[src/core/timer_wave_pkg.sv]
// Purpose: shared constants and types for the 8-bit timer waveform block
// Assumes: one timer tick enable per prescaled timer clock
// Notes: counter width, mode codes and output action codes live here
package timer_wave_pkg;

    localparam int CNT_W = 8;                       // counter and compare width
    localparam logic [7:0] CNT_BOTTOM = 8'h00;      // bottom of every count
    localparam logic [7:0] CNT_MAX = 8'hFF;         // largest count value
    localparam logic [7:0] CNT_STEP = 8'h01;        // one count step
    localparam int CH_A = 0;                        // channel index of A
    localparam int CH_NUM = 2;                      // compare channels

    // wave mode select codes; 4 and 6 behave as normal
    typedef enum logic [2:0] {
        WM_NORMAL = 3'h0,
        WM_PC_FULL = 3'h1,
        WM_CTC = 3'h2,
        WM_FAST_FULL = 3'h3,
        WM_PC_TOP = 3'h5,
        WM_FAST_TOP = 3'h7
    } wave_mode_t;

    // output action select codes
    localparam logic [1:0] ACT_NONE = 2'h0;
    localparam logic [1:0] ACT_TOGGLE = 2'h1;
    localparam logic [1:0] ACT_CLEAR = 2'h2;
    localparam logic [1:0] ACT_SET = 2'h3;

    // static controls written by software
    typedef struct packed {
        wave_mode_t wave_mode_sel;
        logic [1:0] output_action_sel_a;
        logic [1:0] output_action_sel_b;
    } timer_ctrl_t;

    // sticky flags shown to software
    typedef struct packed {
        logic overflow_flag;
        logic match_flag_a;
        logic match_flag_b;
    } timer_flags_t;

endpackage

[src/core/timer_waveform_modes.sv]
// Purpose: counter, compare and waveform logic of an 8-bit timer
// Assumes: timer_tick_i is the prescaled timer clock as an enable
// Notes: compare writes are buffered in the pwm modes only
`timescale 1ns/1ps

// Functional notes
// action zero leaves wave latch untouched
// new action at next match; force immediate
// mode 0 counts up, wraps FF to 00
// normal overflow flag set as count hits zero
// mode 2 clears counter on compare A
// unbuffered compare A below count wraps first
// match flag A set at each compare A match
// clear-on-match toggle A per match
// clear-on-match overflow on max to zero
// modes 3/7 single slope, top FF or A
// fast pwm overflow flag at top
// fast pwm clear on match, set at top
// toggle option only channel A, top bit
// fast pwm full period 256 ticks
// fast pwm spike at bottom, constant at max
// modes 1/5 dual slope, top FF or A
// dual slope reverses at top, one tick
// dual slope clear up-match, set down-match
// dual slope overflow flag at bottom
// dual slope full period 510 ticks
// dual slope extremes give constant levels
// at top take up-match level for symmetry
// match flag set after match; write clears
// counter write wins, blocks next match
// compares buffered in pwm, direct otherwise
// reset clears wave output latches
// buffered compares load at top
module timer_waveform_modes
    import timer_wave_pkg::*;
(
    // clock and reset
    input wire logic mclk_i,
    input wire logic reset_n_i,
    // timer clock enable
    input wire logic timer_tick_i,
    // software controls
    input wire timer_ctrl_t ctrl_i,
    input wire logic force_match_a_i,
    input wire logic force_match_b_i,
    // counter and compare writes
    input wire logic cnt_wr_i,
    input wire logic [7:0] cnt_wdata_i,
    input wire logic cmp_a_wr_i,
    input wire logic cmp_b_wr_i,
    input wire logic [7:0] cmp_wdata_i,
    // flag clears, write one or interrupt service
    input wire logic ovf_clr_i,
    input wire logic match_a_clr_i,
    input wire logic match_b_clr_i,
    // state outputs
    output logic [7:0] counter_value_o,
    output logic [7:0] compare_value_a_o,
    output timer_flags_t flags_o,
    output logic wave_out_a_o,
    output logic wave_out_b_o
);

    // state
    logic [7:0] cnt_r;                  // counter_value
    logic [7:0] cnt_nxt;
    logic dir_down_r;                   // dual slope direction
    logic dir_down_nxt;
    logic block_r;                      // match blocked after counter write
    logic [7:0] ocr_act_r [CH_NUM];     // active compare values
    logic [7:0] ocr_buf_r [CH_NUM];     // buffered compare values
    logic wave_r [CH_NUM];              // internal wave latches
    logic wave_nxt [CH_NUM];
    timer_flags_t flags_r;
    timer_flags_t flags_nxt;

    // mode decode
    wave_mode_t mode_w;
    logic is_pc_w;
    logic is_fast_w;
    logic is_ctc_w;
    logic is_pwm_w;
    logic top_is_a_w;
    logic [7:0] top_w;
    logic at_top_w;
    logic at_bot_w;
    logic tick_w;
    logic tick_top_w;
    logic ovf_evt_w;
    logic load_buf_w;

    // per channel wires
    logic [1:0] act_w [CH_NUM];
    logic cmp_wr_w [CH_NUM];
    logic frc_w [CH_NUM];
    logic match_w [CH_NUM];
    logic ocr_top_w [CH_NUM];
    logic ocr_bot_w [CH_NUM];

    assign mode_w = ctrl_i.wave_mode_sel;
    assign is_pc_w = (mode_w == WM_PC_FULL) || (mode_w == WM_PC_TOP);
    assign is_fast_w = (mode_w == WM_FAST_FULL) || (mode_w == WM_FAST_TOP);
    assign is_ctc_w = (mode_w == WM_CTC);
    assign is_pwm_w = is_pc_w || is_fast_w;
    // compare A sets the top in clear-on-match and the A-topped pwm modes
    assign top_is_a_w = is_ctc_w || (mode_w == WM_PC_TOP) || (mode_w == WM_FAST_TOP);
    assign top_w = top_is_a_w ? ocr_act_r[CH_A] : CNT_MAX;
    assign at_top_w = (cnt_r == top_w);
    assign at_bot_w = (cnt_r == CNT_BOTTOM);
    // a counter write wins over any count or clear in its cycle
    assign tick_w = timer_tick_i && !cnt_wr_i;
    // top event; in dual slope only while counting up
    assign tick_top_w = tick_w && at_top_w && !(is_pc_w && dir_down_r);
    assign load_buf_w = is_pwm_w && tick_top_w;

    // overflow event per mode
    assign ovf_evt_w = tick_w && (is_pc_w ? (at_bot_w && dir_down_r) :
                       is_fast_w ? at_top_w :
                       (cnt_r == CNT_MAX));

    // counter next value
    always_comb begin
        cnt_nxt = cnt_r;
        dir_down_nxt = dir_down_r;
        if (cnt_wr_i) begin
            cnt_nxt = cnt_wdata_i;
        end else if (timer_tick_i) begin
            if (is_pc_w) begin
                // top and bottom each last exactly one tick
                if (!dir_down_r && at_top_w) begin
                    cnt_nxt = cnt_r - CNT_STEP;
                    dir_down_nxt = 1'b1;
                end else if (dir_down_r && at_bot_w) begin
                    cnt_nxt = cnt_r + CNT_STEP;
                    dir_down_nxt = 1'b0;
                end else if (dir_down_r) begin
                    cnt_nxt = cnt_r - CNT_STEP;
                end else begin
                    cnt_nxt = cnt_r + CNT_STEP;
                end
            end else if ((is_fast_w || is_ctc_w) && at_top_w) begin
                cnt_nxt = CNT_BOTTOM;
            end else begin
                // a top below the count is missed and the count wraps
                cnt_nxt = cnt_r + CNT_STEP;
            end
        end
    end

    // flags: a set in the clear cycle wins
    always_comb begin
        flags_nxt.overflow_flag = ovf_evt_w || (flags_r.overflow_flag && !ovf_clr_i);
        flags_nxt.match_flag_a = match_w[0] || (flags_r.match_flag_a && !match_a_clr_i);
        flags_nxt.match_flag_b = match_w[1] || (flags_r.match_flag_b && !match_b_clr_i);
    end

    // counter, direction, block and flags
    always_ff @(posedge mclk_i or negedge reset_n_i) begin
        if (!reset_n_i) begin
            cnt_r <= CNT_BOTTOM;
            dir_down_r <= 1'b0;
            block_r <= 1'b0;
            flags_r <= '0;
        end else begin
            cnt_r <= cnt_nxt;
            dir_down_r <= dir_down_nxt;
            // block lasts until the next tick, even with the timer stopped
            block_r <= cnt_wr_i || (block_r && !timer_tick_i);
            flags_r <= flags_nxt;
        end
    end

    assign cmp_wr_w[0] = cmp_a_wr_i;
    assign cmp_wr_w[1] = cmp_b_wr_i;
    assign act_w[0] = ctrl_i.output_action_sel_a;
    assign act_w[1] = ctrl_i.output_action_sel_b;
    // force only acts outside the pwm modes
    assign frc_w[0] = force_match_a_i && !is_pwm_w;
    assign frc_w[1] = force_match_b_i && !is_pwm_w;

    genvar i;
    generate
        for (i = 0; i < CH_NUM; i++) begin : g_ch
            // match is sampled at the tick closing the equal cycle
            assign match_w[i] = tick_w && !block_r && (cnt_r == ocr_act_r[i]);
            assign ocr_top_w[i] = (ocr_act_r[i] == top_w);
            assign ocr_bot_w[i] = (ocr_act_r[i] == CNT_BOTTOM);

            // wave latch next value; action select is read live
            always_comb begin
                wave_nxt[i] = wave_r[i];
                if (!is_pwm_w) begin
                    if (match_w[i] || frc_w[i]) begin
                        case (act_w[i])
                            ACT_TOGGLE: wave_nxt[i] = !wave_r[i];
                            ACT_CLEAR: wave_nxt[i] = 1'b0;
                            ACT_SET: wave_nxt[i] = 1'b1;
                            default: wave_nxt[i] = wave_r[i];
                        endcase
                    end
                end else if (act_w[i] == ACT_TOGGLE) begin
                    // toggle only on A with the top bit; reserved on B
                    if ((i == CH_A) && mode_w[2] && match_w[i]) begin
                        wave_nxt[i] = !wave_r[i];
                    end
                end else if (act_w[i] != ACT_NONE) begin
                    if (is_fast_w) begin
                        // compare at top is ignored, so max gives a constant
                        if (tick_top_w) begin
                            wave_nxt[i] = !act_w[i][0];
                        end else if (match_w[i] && !ocr_top_w[i]) begin
                            wave_nxt[i] = act_w[i][0];
                        end
                    end else if (tick_top_w) begin
                        // at top force the up-match level unless compare sits at top
                        wave_nxt[i] = ocr_top_w[i] ? !act_w[i][0] : act_w[i][0];
                    end else if (match_w[i] && !(dir_down_r && ocr_bot_w[i])) begin
                        // a down-match at bottom would break the constant low
                        wave_nxt[i] = dir_down_r ? !act_w[i][0] : act_w[i][0];
                    end
                end
            end

            // compare registers and wave latch
            always_ff @(posedge mclk_i or negedge reset_n_i) begin
                if (!reset_n_i) begin
                    ocr_act_r[i] <= CNT_BOTTOM;
                    ocr_buf_r[i] <= CNT_BOTTOM;
                    wave_r[i] <= 1'b0;
                end else begin
                    if (cmp_wr_w[i]) begin
                        ocr_buf_r[i] <= cmp_wdata_i;
                    end
                    // direct write outside pwm, buffered load at top inside
                    if (cmp_wr_w[i] && !is_pwm_w) begin
                        ocr_act_r[i] <= cmp_wdata_i;
                    end else if (load_buf_w) begin
                        ocr_act_r[i] <= ocr_buf_r[i];
                    end
                    wave_r[i] <= wave_nxt[i];
                end
            end
        end
    endgenerate

    // outputs, all from flip-flops
    assign counter_value_o = cnt_r;
    assign compare_value_a_o = ocr_act_r[CH_A];
    assign flags_o = flags_r;
    assign wave_out_a_o = wave_r[0];
    assign wave_out_b_o = wave_r[1];
endmodule

[config.mk]
export PLATFORM = sky130hd
export DESIGN_NAME = timer_waveform_modes
export DESIGN_NICKNAME = d
export VERILOG_FILES = /design/src/core/timer_wave_pkg.sv /design/src/core/timer_waveform_modes.sv
export SDC_FILE = /design/constraint.sdc
export NUM_CORES = 1
export LEC_CHECK = 0
export ABC_CLOCK_PERIOD_IN_PS = 3180
export BUFFER_PORTS_ARGS = -buffer_cell sky130_fd_sc_hd__buf_2
export CAP_MARGIN = 20
export CORE_MARGIN = 4
export CORE_UTILIZATION = 57
export CTS_CLUSTER_DIAMETER = 30
export DETAILED_ROUTE_END_ITERATION = 10
export HOLD_SLACK_MARGIN = 0.03
export PLACE_DENSITY = 0.8
export SETUP_SLACK_MARGIN = 0.15
export SLEW_MARGIN = 10
export SYNTH_ARGS = -nofsm -noshare
export SYNTH_HDL_FRONTEND = slang
export SYNTH_SLANG_ARGS = --single-unit
export TNS_END_PERCENT = 100
[constraint.sdc]
create_clock -name mclk_i -period 3.18 [get_ports mclk_i]
set_input_delay 0.636 -clock mclk_i [delete_from_list [all_inputs] [get_ports mclk_i]]
set_output_delay 0.636 -clock mclk_i [all_outputs]
set_load 0.02 [all_outputs]
==> summary.txt <==
Outcome
  – Status: finished clean

STA
  – Fin. max-slew vios: 0
  – Slew headroom: 0.371
  – Setup violations, final: 0
  – Final min period: 2.91 ns
  – Fin worst setup slack: 0.271 ns
  – Final Hold Viols: 0
  – RSZ-0062 raised after global routing: no
  – Slew @ Worst Pin: 0.941 ns
  – Fmax: 344 MHz
  – Fin crit share: 0.915
  – Hold_ws: 0.213 ns
  – Clock Skews: 0.0133 ns

Worst setup path
  – Critical Path RT: 3.39 ns
  – Crit path buf inv count: 2
  – Critical Path AT: 3.12 ns
  – CP Launch Type: primary input
  – Slowest stage delay, CP: 0.45 ns
  – Slowest CP cell: or3b_1
  – CP Cell Sequence: buf_2 -> or3b_1 -> buf_4 -> a21oi_1 -> o22ai_1 -> a211oi_2 -> nand4_1 -> nor4b_1 -> a2111oi_1 -> o21a_1 -> mux2_2
  – Reg2Reg Setup Slack: 0.38 ns
  – R2R Path Start: compare_value_a_o[6]
  – Top Family by Delay on Critical Path: simple AND/OR/NAND/NOR gates
  – CP endpoint kind: flop
  – Reg2reg end: wave_out_a_o
  – Critical path type: primary input to flop
  – R2R cell count: 7
  – CP max FO: 9

Floorplan
  – Die width: 85.7 um
  – Initial core utilization: 0.584
  – Die height: 85.7 um
  – Row count: 28
  – Die ar.: 0.00734 sq mm
  – Ports: 55
  – Core area: 0.00589 sq mm

Pwr
  – Sw frac: 0.334
  – Total Power: 1.79 mW
  – Combinational Power Share: 0.264
  – Leakage power: 1.88 nW
  – Switching pwr: 0.597 mW
  – Peak supply drop: 0.000290 V
  – Pint: 1.19 mW
  – Pwr per Cell Area: 448 mW/mm^2
  – Clock power share: 0.309
  – Sequential power share: 0.428

Route
  – Highest Signal Layer: met4
  – Drt drc: 0
  – Wire length per cell: 16.8 um
  – Met1 wire length: 3790 um
  – DRT iter0 DRCs: 279
  – Via Count: 3281
  – Via density: 6.26
  – TritonRoute pass-1 iters: 5
  – Met2 routed WL: 4070 um
  – Antenna Violating Nets Remaining: 0
  – Detail Route met3 WL: 685 um
  – Total Wirelength: 8800 um

Placed design
  – Post-DP HPWL: 6520 um
  – Routability congestion estimate: 0.944
  – I/O Buffers: 54
  – Number of instances in the placed design: 515
  – Post-place setup slack: -0.0251 ns

Final layout
  – Share of cells above drive strength 1: 0.267
  – Final nets: 484
  – Synth-to-Final Area Change: 16.0%
  – Footprint of the multi-input gates: 0.00202 sq mm
  – Register area: 0.00118 sq mm
  – Filler cells: 478
  – ANT cells: 0
  – Fin util: 0.678
  – Final Non-Filler Cells: 524

Yosys
  – Dominant synthesized flop cell: dfrtp_1
  – Average size of a mapped cell: 8.56 sq um
  – Mapped Cells: 402
  – Distinct cells, synth: 60
  – Syn Nets: 438
  – #FFs+latches synth: 47
  – Ranking of synthesized cells by area: dfrtp_1, mux2i_1, mux2_2, nand2_1, o21ai_0
  – Top cell type by total area after synthesis: dfrtp_1
  – Post-synth EDFFs: 0
  – Netlist Area Pre-Place: 0.00344 sq mm
  – Post-synth top area share: 0.342
  – Async set-reset flop share out of synthesis: 1.00
  – Top post-synthesis cells by count: nand2_1, dfrtp_1, clkbuf_1, o21ai_0, mux2i_1
  – Synth warn: 0
  – Post-synthesis sequential area ratio: 0.342
  – Most common cell in the netlist: nand2_1

Clock network
  – Max clock buf depth: 2
  – Worst-path clk slew: 0.10 ns
  – Clock Sinks: 47
  – Htree depth: 2
  – CTS root buffer: clkbuf_8
  – Post-CTS Setup Inserts: 0
  – Total CTS buffers: 5
  – TritonCTS clock tree: built
  – Clk Latency, worst-skew pair: 0.31 ns

Flow run
  – Max cap viols: 0

Global routing
  – Grt ovf: 0
  – Largest net degree at the start of global routing: 48
  – First-pass GRT wire length: 14800 um
  – GRT Util Overall: 0.248
  – Vias in the first global route: 3180
  – Initial antenna violation count: 0

Hold path
  – Hold Path Class: primary input to asynchronous set/reset pin
worst max path at each step:
stage	startpoint	end	cells after the start	slack [ns]
after floorplan	ctrl_i[4]	wave_out_a_o	12	0.11
after CTS	ctrl_i[6]	counter_value_o[3]	12	0.30
after detailed placement	ctrl_i[6]	wave_out_b_o	9	-0.03
final	ctrl_i[6]	wave_out_a_o	11	0.27
after global placement	ctrl_i[6]	wave_out_b_o	9	0.05
after global routing	ctrl_i[6]	counter_value_o[1]	13	0.17
logic make-up (layout without fill, tap and decap cells):
logic type / Yosys count / after routing / synth area share
buffers and inverters: 58 / 105 / 0.0782
muxes: 43 / 43 / 0.134
adders and majority gates: 2 / 2 / 0.00727
AOI/OAI and AO/OA: 91 / 91 / 0.183
and+or+nand+nor: 142 / 142 / 0.208
xor gates and xnor gates: 19 / 19 / 0.0484
DFF: 47 / 47 / 0.342
repair_timing:
action | in CTS | in global routing
hold buffers | 0 | 0
resized for setup | 0 | 2
endpoints found under the setup margin | 0 | 2
per-stage QoR:
| stage | setup TNS (ns) | area (sq um) |
|---|---|---|
| after floorplan | 0 | 3470 |
| after global placement | 0 | 3820 |
| after detailed placement | -0.0498 | 3820 |
| after CTS | 0 | 3970 |
| after global routing | 0 | 3990 |
| final | 0 | 3990 |
power by group through the flow:
stage | combinational, mW | clock [mW] | sequential, mW
floorplan | 0.354 | 0 | 0.737
global placement | 0.449 | 0 | 0.771
detailed placement | 0.462 | 0 | 0.774
CTS | 0.464 | 0.553 | 0.762
global route | 0.519 | 0.581 | 0.775
finish | 0.471 | 0.551 | 0.764
state kept, by name, summed over array words and instances, names as in the netlist:
name	count
ocr_buf_r	16
compare_value_a_o	8
counter_value_o	8
ocr_act_r	8
flags_o	3
block_r	1
dir_down_r	1
wave_out_a_o	1
wave_out_b_o	1
area by class of cell:
cell class,instances,area share
clock inverter,3,0.0179
sequential,47,0.295
multi-input combinational,297,0.506
timing repair buffer,82,0.127
tap,75,0.0235
inverter,15,0.0141
clock buffer,5,0.0172
worst reg2reg max path, cell delays in order (launching register included):
cell       delay, ns
dfrtp_1         0.51
or2_2           0.34
a2111oi_0       0.43
nand4_1         0.33
a221oi_1        0.35
a2111oi_1       0.11
a211oi_1        0.27
mux2_2          0.36
placed cells by master, fill, tap and decap left out, types with 2 or more instances in the layout:
| cell type | Yosys | routed |
|---|---|---|
| buf_2 | 2 | 54 |
| nand2_1 | 50 | 50 |
| dfrtp_1 | 47 | 47 |
| o21ai_0 | 27 | 27 |
| buf_4 | 9 | 26 |
| mux2i_1 | 23 | 23 |
| nor2_1 | 22 | 22 |
| mux2_2 | 19 | 19 |
| inv_1 | 15 | 15 |
| nand3_1 | 15 | 15 |
| xor2_1 | 14 | 14 |
| a21oi_1 | 8 | 8 |
| nand4_1 | 8 | 8 |
| a31oi_1 | 7 | 7 |
| and3_1 | 8 | 7 |
| nor4_1 | 7 | 7 |
| or3_1 | 6 | 6 |
| o211ai_1 | 6 | 6 |
| nor3_1 | 5 | 5 |
| nor2b_1 | 5 | 5 |
| o22ai_1 | 5 | 5 |
| xnor2_1 | 5 | 5 |
| clkbuf_8 | 0 | 5 |
| a211o_1 | 4 | 4 |
| and2_1 | 3 | 3 |
| a22oi_1 | 3 | 3 |
| or2_2 | 3 | 3 |
| o21ai_1 | 4 | 3 |
| a2bb2oi_1 | 2 | 2 |
| or4_1 | 2 | 2 |
| a21o_1 | 2 | 2 |
| a221o_1 | 2 | 2 |
| o31ai_1 | 2 | 2 |
| a2111oi_1 | 0 | 2 |
| a32oi_1 | 2 | 2 |
| nand4b_1 | 2 | 2 |
| ha_1 | 2 | 2 |
| bufinv_16 | 0 | 2 |
| buf_12 | 0 | 2 |
routing by layer:
metal	vias up	global-route usage
li1	1531	-
met4	0	0.0921
met2	170	0.400
met1	1551	0.336
met5	-	0
met3	29	0.0403
No activity file was read; power rests on OpenSTA's default activity.
